<file path="src/inc/i2cste_defines.svh">
// register map, field positions and counts of the slave transmit engine
`ifndef I2CSTE_DEFINES_SVH
`define I2CSTE_DEFINES_SVH

`define I2CSTE_AW           3
`define I2CSTE_OFF_CTRL     3'h0
`define I2CSTE_OFF_STAT     3'h1
`define I2CSTE_OFF_DATA     3'h2
`define I2CSTE_OFF_OWN      3'h3
`define I2CSTE_OFF_MODE     3'h4
`define I2CSTE_OFF_SEC      3'h5

`define I2CSTE_CTRL_ENA     7
`define I2CSTE_CTRL_IEN     6
`define I2CSTE_CTRL_MST     5
`define I2CSTE_CTRL_TRS     4
`define I2CSTE_CTRL_BUSY    2
`define I2CSTE_CTRL_IRQ     1
`define I2CSTE_STAT_ACK     0
`define I2CSTE_STAT_RDY     1
`define I2CSTE_STAT_TXE     2
`define I2CSTE_MODE_ORDER   7
`define I2CSTE_MODE_WAIT    6
`define I2CSTE_ADDR_FS      0

`define I2CSTE_BYTE_RST     8'h00
`define I2CSTE_BYTE_ONES    8'hff
`define I2CSTE_CNT_RST      4'h0
`define I2CSTE_CNT_FIRST    4'h1
`define I2CSTE_CNT_LAST     4'h8

`endif

</file>
<file path="src/inc/i2cste_pkg.sv">
// types shared by the slave transmit engine
package i2cste_pkg;
    typedef enum logic [5:0] {
        ST_IDLE = 6'h01,
        ST_ADDR = 6'h02,
        ST_AACK = 6'h04,
        ST_TXB  = 6'h08,
        ST_TACK = 6'h10,
        ST_WAIT = 6'h20
    } i2cste_state_t;

    typedef struct packed {
        logic [2:0] addr;
        logic [7:0] wdata;
        logic       wr;
        logic       rd;
    } i2cste_req_t;
endpackage

</file>
<file path="src/design/i2cste_top.sv">
// slave transmit engine of an i2c bus interface with register port
//
// Behaviour
// RQ1: software enables the interface and sets mode bits before a transfer
// RQ2: matching address frame: drive ack on ninth clock, set frame flag
// RQ3: frame flag with interrupt enable set raises the interrupt output
// RQ4: read direction bit sets transmit select and enters transmit by itself
// RQ5: entering transmit sets tx empty and holds scl low until data write
// RQ6: software clears frame flag first, then writes next byte
// RQ7: data write clears tx empty; load sets tx empty, frame, ready again
// RQ8: frame flag set on rise of ninth clock after each sent byte
// RQ9: tx empty at frame end holds scl low until new byte written
// RQ10: master acks on ninth clock; level kept in ack status bit
// RQ11: tx empty clear at frame end loads buffer and sets the three flags
// RQ12: software writes all ones byte to release sda at the end
// RQ13: stop condition clears bus busy
// RQ14: frame flag moment depends on wait bit and format select bits
// RQ15: with tx empty set scl is held low after a frame, on core clock
// RQ16: scl and sda pass two latches; new level only when both agree
// RQ17: master transfer count is payload plus address byte
// RQ18: slave transfer count includes trailing all ones byte
// RQ19: transfer controller does the dummy read in master receive
// RQ20: start condition sets bus busy
// RQ21: bytes go out msb first, sda changes only while scl is low; the code sends lsb first when the mode order bit is set
//
// Added by the designer: the register offsets and the address-and-strobe port.
`timescale 1ns/1ps
`include "i2cste_defines.svh"

module i2cste_top
    import i2cste_pkg::*;
(
    input  wire logic        core_clk_i,
    input  wire logic        nrst_i,
    input  wire logic        ce_i,
    input  wire i2cste_req_t req_i,
    output logic [7:0]       rdata_o,
    input  wire logic        scl_i,
    input  wire logic        sda_i,
    output logic             scl_o,
    output logic             scl_oe_o,
    output logic             sda_o,
    output logic             sda_oe_o,
    output logic             irq_o
);

    function automatic logic filt(input logic [1:0] l, input logic prev);
        filt = (l[0] == l[1]) ? l[1] : prev;
    endfunction

    function automatic logic hit(input logic [7:0] a, input logic [7:0] r);
        hit = !r[`I2CSTE_ADDR_FS] && (a[7:1] == r[7:1]);
    endfunction

    function automatic logic out_bit(input logic [7:0] v, input logic lsb);
        out_bit = lsb ? v[0] : v[7];
    endfunction

    function automatic logic [7:0] shift(input logic [7:0] v,
                                         input logic lsb);
        shift = lsb ? {1'h1, v[7:1]} : {v[6:0], 1'h1};
    endfunction

    logic          scl_s1, scl_s2, sda_s1, sda_s2;
    logic [1:0]    scl_l, sda_l;
    logic          scl_f, sda_f, scl_q, sda_q;
    i2cste_state_t state, next_state;
    logic [3:0]    cnt;
    logic [7:0]    rx_sh;
    logic          iface_enable, frame_irq_enable, master_select;
    logic          transmit_select, bus_busy_flag, frame_irq_flag;
    logic          ack_status_bit, transfer_ready_flag, tx_empty_flag;
    logic          bit_order_select, wait_mode;
    logic [7:0]    data_buffer_reg, tx_shift_reg;
    logic [7:0]    own_addr_reg, second_addr_reg;
    logic [7:0]    next_rdata;

    // pin sampling: two flip-flops, then the two-latch noise canceller
    always_ff @(posedge core_clk_i) begin
        if (!nrst_i) begin
            scl_s1 <= 1'h1;
            scl_s2 <= 1'h1;
            sda_s1 <= 1'h1;
            sda_s2 <= 1'h1;
            scl_l  <= 2'h3;
            sda_l  <= 2'h3;
            scl_f  <= 1'h1;
            sda_f  <= 1'h1;
            scl_q  <= 1'h1;
            sda_q  <= 1'h1;
        end else if (ce_i) begin
            scl_s1 <= scl_i;
            scl_s2 <= scl_s1;
            sda_s1 <= sda_i;
            sda_s2 <= sda_s1;
            scl_l  <= {scl_l[0], scl_s2};
            sda_l  <= {sda_l[0], sda_s2};
            scl_f  <= filt(scl_l, scl_f);   // see RQ16
            sda_f  <= filt(sda_l, sda_f);   // see RQ16
            scl_q  <= scl_f;
            sda_q  <= sda_f;
        end
    end

    wire scl_rise = scl_f && !scl_q;
    wire scl_fall = !scl_f && scl_q;
    wire start_c  = scl_f && scl_q && sda_q && !sda_f;
    wire stop_c   = scl_f && scl_q && !sda_q && sda_f;

    wire wr_ctrl = req_i.wr && (req_i.addr == `I2CSTE_OFF_CTRL);
    wire wr_stat = req_i.wr && (req_i.addr == `I2CSTE_OFF_STAT);
    wire wr_data = req_i.wr && (req_i.addr == `I2CSTE_OFF_DATA);
    wire wr_own  = req_i.wr && (req_i.addr == `I2CSTE_OFF_OWN);
    wire wr_mode = req_i.wr && (req_i.addr == `I2CSTE_OFF_MODE);
    wire wr_sec  = req_i.wr && (req_i.addr == `I2CSTE_OFF_SEC);

    // a master-selected or disabled interface never answers as a slave
    wire addr_hit = iface_enable && !master_select &&
                    (hit(rx_sh, own_addr_reg) || hit(rx_sh, second_addr_reg));
    wire last_bit = (cnt == `I2CSTE_CNT_LAST);
    wire ev_aack  = (state == ST_AACK) && scl_fall;
    wire ev_match = (state == ST_ADDR) && scl_fall && last_bit && addr_hit;
    wire ev_load  = (next_state == ST_TXB) && (state != ST_TXB);
    wire ev_ack9  = (state == ST_TACK) && scl_rise;
    wire ev_tx8   = (state == ST_TXB) && scl_fall && last_bit;
    // in wait mode with addressing formats the flag comes half a clock early, on the fall of the eighth clock
    wire early    = wait_mode && !own_addr_reg[`I2CSTE_ADDR_FS] &&
                    !second_addr_reg[`I2CSTE_ADDR_FS];
    wire ev_ninth = ((state == ST_AACK) || (state == ST_TACK)) && scl_rise;
    wire ev_frame = early ? (ev_match || ev_tx8) : ev_ninth;

    always_comb begin
        next_state = state;
        if (!iface_enable || stop_c) begin
            next_state = ST_IDLE;
        end else if (start_c) begin
            next_state = ST_ADDR;
        end else begin
            unique case (state)
                ST_IDLE: next_state = ST_IDLE;
                ST_ADDR: begin
                    if (scl_fall && last_bit) begin
                        next_state = addr_hit ? ST_AACK : ST_IDLE;
                    end
                end
                ST_AACK: begin
                    if (scl_fall) begin
                        next_state = rx_sh[0] ? ST_WAIT : ST_IDLE; // see RQ4
                    end
                end
                ST_TXB: begin
                    if (scl_fall && last_bit) begin
                        next_state = ST_TACK;
                    end
                end
                ST_TACK: begin
                    if (scl_fall) begin
                        if (ack_status_bit) begin
                            next_state = ST_IDLE;
                        end else if (tx_empty_flag) begin
                            next_state = ST_WAIT;           // see RQ9
                        end else begin
                            next_state = ST_TXB;            // see RQ11
                        end
                    end
                end
                ST_WAIT: begin
                    if (!tx_empty_flag) begin
                        next_state = ST_TXB;                // see RQ7
                    end
                end
                default: next_state = ST_IDLE;
            endcase
        end
    end

    always_ff @(posedge core_clk_i) begin
        if (!nrst_i) begin
            state <= ST_IDLE;
            cnt   <= `I2CSTE_CNT_RST;
        end else if (ce_i) begin
            state <= next_state;
            if (next_state == ST_ADDR && state != ST_ADDR) begin
                cnt <= `I2CSTE_CNT_RST;
            end else if (ev_load) begin
                cnt <= `I2CSTE_CNT_FIRST;
            end else if ((state == ST_ADDR && scl_rise) ||
                         (state == ST_TXB && scl_fall && !last_bit)) begin
                cnt <= cnt + `I2CSTE_CNT_FIRST;
            end
        end
    end

    always_ff @(posedge core_clk_i) begin
        if (!nrst_i) begin
            rx_sh <= `I2CSTE_BYTE_RST;
        end else if (ce_i && state == ST_ADDR && scl_rise) begin
            rx_sh <= {rx_sh[6:0], sda_f};
        end
    end

    always_ff @(posedge core_clk_i) begin
        if (!nrst_i) begin
            tx_shift_reg <= `I2CSTE_BYTE_ONES;
        end else if (ce_i) begin
            if (ev_load) begin
                tx_shift_reg <= data_buffer_reg;
            end else if (state == ST_TXB && scl_fall && !last_bit) begin
                tx_shift_reg <= shift(tx_shift_reg, bit_order_select);
            end
        end
    end

    // pins are open drain: the enable pulls low, data shows the bit level
    always_ff @(posedge core_clk_i) begin
        if (!nrst_i) begin
            sda_o    <= 1'h1;
            sda_oe_o <= 1'h0;
            scl_o    <= 1'h0;
            scl_oe_o <= 1'h0;
        end else if (ce_i) begin
            scl_o    <= 1'h0;
            scl_oe_o <= (next_state == ST_WAIT);       // see RQ5 RQ15
            if (next_state == ST_IDLE || next_state == ST_ADDR) begin
                sda_o    <= 1'h1;
                sda_oe_o <= 1'h0;
            end else if (ev_match) begin
                sda_o    <= 1'h0;                      // see RQ2
                sda_oe_o <= 1'h1;
            end else if (ev_aack || ev_tx8) begin
                sda_o    <= 1'h1;
                sda_oe_o <= 1'h0;
            end else if (ev_load) begin
                sda_o    <= out_bit(data_buffer_reg, bit_order_select);
                sda_oe_o <= !out_bit(data_buffer_reg, bit_order_select);
            end else if (state == ST_TXB && scl_fall) begin
                // next bit while scl is low, see RQ21
                sda_o    <= out_bit(shift(tx_shift_reg, bit_order_select),
                                    bit_order_select);
                sda_oe_o <= !out_bit(shift(tx_shift_reg, bit_order_select),
                                     bit_order_select);
            end
        end
    end

    // control bits written by software; a hardware set beats a clear
    always_ff @(posedge core_clk_i) begin
        if (!nrst_i) begin
            iface_enable     <= 1'h0;
            frame_irq_enable <= 1'h0;
            master_select    <= 1'h0;
            transmit_select  <= 1'h0;
        end else if (ce_i) begin
            if (wr_ctrl) begin
                iface_enable     <= req_i.wdata[`I2CSTE_CTRL_ENA];
                frame_irq_enable <= req_i.wdata[`I2CSTE_CTRL_IEN];
                master_select    <= req_i.wdata[`I2CSTE_CTRL_MST];
                transmit_select  <= req_i.wdata[`I2CSTE_CTRL_TRS];
            end
            if (ev_aack && rx_sh[0]) begin
                transmit_select <= 1'h1;                   // see RQ4
            end
        end
    end

    always_ff @(posedge core_clk_i) begin
        if (!nrst_i) begin
            frame_irq_flag <= 1'h0;
        end else if (ce_i) begin
            if (ev_frame || ev_load) begin
                frame_irq_flag <= 1'h1;             // see RQ2 RQ8 RQ14
            end else if (wr_ctrl && !req_i.wdata[`I2CSTE_CTRL_IRQ]) begin
                frame_irq_flag <= 1'h0;
            end
        end
    end

    always_ff @(posedge core_clk_i) begin
        if (!nrst_i) begin
            transfer_ready_flag <= 1'h0;
        end else if (ce_i) begin
            if (ev_load) begin
                transfer_ready_flag <= 1'h1;               // see RQ11
            end else if (wr_stat && !req_i.wdata[`I2CSTE_STAT_RDY]) begin
                transfer_ready_flag <= 1'h0;
            end
        end
    end

    // a write landing in the load cycle is overwritten by the set
    always_ff @(posedge core_clk_i) begin
        if (!nrst_i) begin
            tx_empty_flag <= 1'h0;
        end else if (ce_i) begin
            if (ev_load || (ev_aack && rx_sh[0])) begin
                tx_empty_flag <= 1'h1;                     // see RQ5 RQ7
            end else if (wr_data) begin
                tx_empty_flag <= 1'h0;                     // see RQ7
            end
        end
    end

    always_ff @(posedge core_clk_i) begin
        if (!nrst_i) begin
            ack_status_bit <= 1'h0;
        end else if (ce_i && ev_ack9) begin
            ack_status_bit <= sda_f;                       // see RQ10
        end
    end

    always_ff @(posedge core_clk_i) begin
        if (!nrst_i) begin
            bus_busy_flag <= 1'h0;
        end else if (ce_i) begin
            if (start_c) begin
                bus_busy_flag <= 1'h1;                     // see RQ20
            end else if (stop_c) begin
                bus_busy_flag <= 1'h0;                     // see RQ13
            end
        end
    end

    always_ff @(posedge core_clk_i) begin
        if (!nrst_i) begin
            data_buffer_reg  <= `I2CSTE_BYTE_ONES;
            own_addr_reg     <= `I2CSTE_BYTE_RST;
            second_addr_reg  <= `I2CSTE_BYTE_RST;
            bit_order_select <= 1'h0;
            wait_mode        <= 1'h0;
        end else if (ce_i) begin
            if (wr_data) begin
                data_buffer_reg <= req_i.wdata;
            end
            if (wr_own) begin
                own_addr_reg <= req_i.wdata;
            end
            if (wr_sec) begin
                second_addr_reg <= req_i.wdata;
            end
            if (wr_mode) begin
                bit_order_select <= req_i.wdata[`I2CSTE_MODE_ORDER];
                wait_mode        <= req_i.wdata[`I2CSTE_MODE_WAIT];
            end
        end
    end

    always_ff @(posedge core_clk_i) begin
        if (!nrst_i) begin
            irq_o <= 1'h0;
        end else if (ce_i) begin
            irq_o <= frame_irq_flag && frame_irq_enable;   // see RQ3
        end
    end

    always_comb begin
        next_rdata = `I2CSTE_BYTE_RST;
        unique case (req_i.addr)
            `I2CSTE_OFF_CTRL: begin
                next_rdata[`I2CSTE_CTRL_ENA]  = iface_enable;
                next_rdata[`I2CSTE_CTRL_IEN]  = frame_irq_enable;
                next_rdata[`I2CSTE_CTRL_MST]  = master_select;
                next_rdata[`I2CSTE_CTRL_TRS]  = transmit_select;
                next_rdata[`I2CSTE_CTRL_BUSY] = bus_busy_flag;
                next_rdata[`I2CSTE_CTRL_IRQ]  = frame_irq_flag;
            end
            `I2CSTE_OFF_STAT: begin
                next_rdata[`I2CSTE_STAT_ACK] = ack_status_bit;
                next_rdata[`I2CSTE_STAT_RDY] = transfer_ready_flag;
                next_rdata[`I2CSTE_STAT_TXE] = tx_empty_flag;
            end
            `I2CSTE_OFF_DATA: next_rdata = data_buffer_reg;
            `I2CSTE_OFF_OWN:  next_rdata = own_addr_reg;
            `I2CSTE_OFF_MODE: begin
                next_rdata[`I2CSTE_MODE_ORDER] = bit_order_select;
                next_rdata[`I2CSTE_MODE_WAIT]  = wait_mode;
            end
            `I2CSTE_OFF_SEC:  next_rdata = second_addr_reg;
            default:          next_rdata = `I2CSTE_BYTE_RST;
        endcase
    end

    // read data stand for exactly the cycle after the strobe
    always_ff @(posedge core_clk_i) begin
        if (!nrst_i) begin
            rdata_o <= `I2CSTE_BYTE_RST;
        end else if (ce_i) begin
            rdata_o <= req_i.rd ? next_rdata : `I2CSTE_BYTE_RST;
        end
    end
endmodule

</file>
<file path="config.mk">
export PLATFORM = sky130hd
export DESIGN_NAME = i2cste_top
export DESIGN_NICKNAME = d
export VERILOG_FILES = /design/src/inc/i2cste_pkg.sv /design/src/design/i2cste_top.sv
export VERILOG_INCLUDE_DIRS = /design/src /design/src/inc
export SDC_FILE = /design/constraint.sdc
export NUM_CORES = 1
export LEC_CHECK = 0
export ABC_AREA = 1
export BUFFER_PORTS_ARGS = -buffer_cell sky130_fd_sc_hd__buf_4
export CAP_MARGIN = 20
export CORE_ASPECT_RATIO = 0.9
export CORE_MARGIN = 2
export CORE_UTILIZATION = 37
export DETAILED_ROUTE_END_ITERATION = 7
export PLACE_DENSITY = 0.57
export SETUP_SLACK_MARGIN = 0.3
export SYNTH_ARGS = -nofsm -noshare
export SYNTH_HDL_FRONTEND = slang
export SYNTH_SLANG_ARGS = --single-unit
</file>
<file path="constraint.sdc">
create_clock -name core_clk_i -period 2.6 [get_ports core_clk_i]
set_input_delay 0 -clock core_clk_i [delete_from_list [all_inputs] [get_ports core_clk_i]]
set_output_delay 0 -clock core_clk_i [all_outputs]
set_load 0.02 [all_outputs]
</file>
==> summary.txt <==
Status
  • Outcome: finished clean

Worst setup path
  • Startpoint types: register
  • CP Class: register to register
  • CP arrival: 2280 ps
  • CP max FO: 20
  • Reg2Reg Depth: 12
  • WP data required: 2820 ps
  • R2R Setup Slk: 550 ps
  • Setup crit end kind: register

Min path
  • Hold crit path type: input pin to register
  • Hold path cells: 3

Timing
  • Max Clock Freq: 487 MHz
  • Setup-failing EPs final: 0
  • Final period util: 0.790
  • Max_slew headroom: 0.409
  • Final Max Slew Viols: 0
  • Tmin final: 2050 ps
  • Actual slew at the worst max-slew pin: 886 ps
  • RSZ-0062 raised after global routing: no
  • Final setup TNS: 0 ps
  • Final Hold Viols: 0
  • Clock Skews: 6.58 ps
  • Hold Slack: 40.1 ps

Pwr
  • Pint: 0.00215 W
  • Sw frac: 0.241
  • LEAKAGE: 2.07 nW
  • Clock power frac: 0.444
  • Worst vdd ir: 0.384 mV
  • Combinational share of power: 0.078
  • PD cells: 573 nW/um2
  • Sequential power share: 0.478
  • P_sw: 0.000681 W

Drt
  • Routed Antenna Nets: 0
  • Vias/cell: 5.01
  • DR pass1 iterations: 5
  • # DRC: 0
  • WL final: 11.7 mm
  • DR WL/cell: 14.5 um
  • Vias: 4045
  • Number of DRC markers in iteration 0: 234

Clock network
  • Clock transition at path regs: 60 ps
  • Root Driver: clkbuf_16
  • Htree depth: 3
  • Clock Path Buffers: 2
  • CTS tree: done
  • Worst skew pair latency: 340 ps
  • CTS sink count: 85
  • CTS buffer count: 9
  • Postcts setup bufs: 0

Floorplanning
  • Die width: 117 um
  • Core area: 11000 um2
  • FP Rows: 36
  • Io pins: 31
  • Die area: 12300 um2
  • Starting Density: 0.384
  • Die height: 105 um

GRT
  • Vias in the first global route: 3947
  • First-pass GRT wire length: 19.7 mm
  • Pin count of the biggest net entering global routing: 61
  • Grt ovf: 0
  • GRT Util Overall: 0.206
  • Initial antenna violation count: 0

Placed design
  • Port Buffer Count: 29
  • Hpwl dp: 8.51 mm
  • GP Congestion: 0.898
  • Post-DP Area: 4530 um2

Yosys
  • Most frequent cell after synthesis: nand2_1
  • Synth Net Count: 643
  • Seq cells post-synth: 85
  • Post-synthesis cell count: 623
  • Post-synth top area cell: dfxtp_1
  • Sequential share of the synthesized area: 0.403
  • FFs w/ async S/R, synth: 0
  • Primary FF master, synth: dfxtp_1
  • Post-Syn Area: 4220 um2
  • Yosys cell types: 37
  • Number of flops mapped to enable cells by yosys: 0
  • Mean post-synth cell area: 6.77 um2
  • Synth warn: 0
  • Top cell type's share of synthesized area: 0.403
  • Largest cells by area after synthesis: dfxtp_1, nand2_1, a21oi_1
  • Most frequent cells after synthesis: nand2_1, dfxtp_1, inv_1, a21oi_1, o21ai_0

Layout
  • Area Growth Syn to Fin: 16.9%
  • Final net count: 671
  • Design area: 4930 um2
  • Layout cells sized above 1: 0.110
  • Fin util: 0.449
  • Fillers: 1170
  • # diodes: 0

Flow run
  • Max Cap Viol: 0
[cell usage in the layout (no fill, tap or decap), drive strengths merged, types with 2 or more instances in the layout]
cell type	instances
clkbuf	11
inv	78
o21ai	71
dfxtp	85
nand2	148
a21oi	69
a31oi	2
ha	2
nand3	39
nor3	4
buf	33
dlygate4sd3	11
clkinv	2
o22ai	10
nand4	7
o31ai	2
clkinvlp	2
nor2	59
a221oi	2
o211ai	10
[power by group through the flow]
| stage | clock (W) | sequential [W] | combinational (W) |
|---|---|---|---|
| after floorplan | 0 | 0.00138 | 0.000131 |
| after global placement | 0 | 0.00138 | 0.000205 |
| after detailed placement | 0 | 0.00138 | 0.000207 |
| after CTS | 0.00129 | 0.00135 | 0.000221 |
| after global routing | 0.00134 | 0.00135 | 0.000248 |
| final | 0.00126 | 0.00135 | 0.000220 |
[path summary, 6_finish.rpt]
path	from	end
worst min-delay path	req_i[12]	wait_mode
worst max register to register	cnt[0]	tx_shift_reg[3]
worst min register to register	sda_s2	sda_s2
worst max-delay path	cnt[0]	tx_shift_reg[3]
[worst max-delay path, cell delays in order, from the launching register on]
cell and delay [ps]:
dfxtp_1 370, inv_1 80, ha_1 190, nand2_1 80, nor2_1 60, nand2_2 110
nand2_2 60, nand3_2 110, nand4_4 250, a21oi_2 250, inv_2 130, a21oi_1 160
o21ai_1 90
[logic make-up (layout without fill, tap and decap cells)]
family | Yosys count | in the layout | share of synthesized area
compound gates | 169 | 169 | 0.219
flops | 85 | 85 | 0.403
buf+inv | 106 | 138 | 0.101
fa+ha+maj | 2 | 2 | 0.00593
xor+xnor | 2 | 2 | 0.00415
other cells | 1 | 1 | 0.000889
simple gates | 258 | 258 | 0.266
[metrics by stage]
stage | total power, W | setup WS, ps | instances
6_report | 0.00283 | 547 | 807
3_5_place_dp | 0.00159 | 393 | 781
2_1_floorplan | 0.00151 | 906 | 623
5_1_grt | 0.00294 | 356 | 807
4_1_cts | 0.00286 | 368 | 807
3_3_place_gp | 0.00158 | 479 | 781
[area by class of cell]
class	instances	area (um2)	area share
Clock buffer	11	233	0.0472
Clock inverter	4	50.0	0.0101
Inverter	79	299	0.0606
Multi-Input combinational cell	432	2100	0.426
Sequential cell	85	1700	0.345
Tap cell	152	190	0.0385
Timing Repair Buffer	44	358	0.0725
[layer usage]
metal / part of all wire / GRT usage / up-vias
met4: 0.014 / 0.0563 / 0
met1: 0.46 / 0.273 / 1856
li1: - / - / 2094
met3: 0.052 / 0.0472 / 18
met2: 0.47 / 0.336 / 77
met5: 0 / 0 / -
[repair_timing]
item                                   CTS  global route
setup endpoints to repair                0            15
gates resized for setup                  0             1
endpoints found under the hold margin   28             0
hold buffers                            11             0
Power figures use the tool's default switching activity.
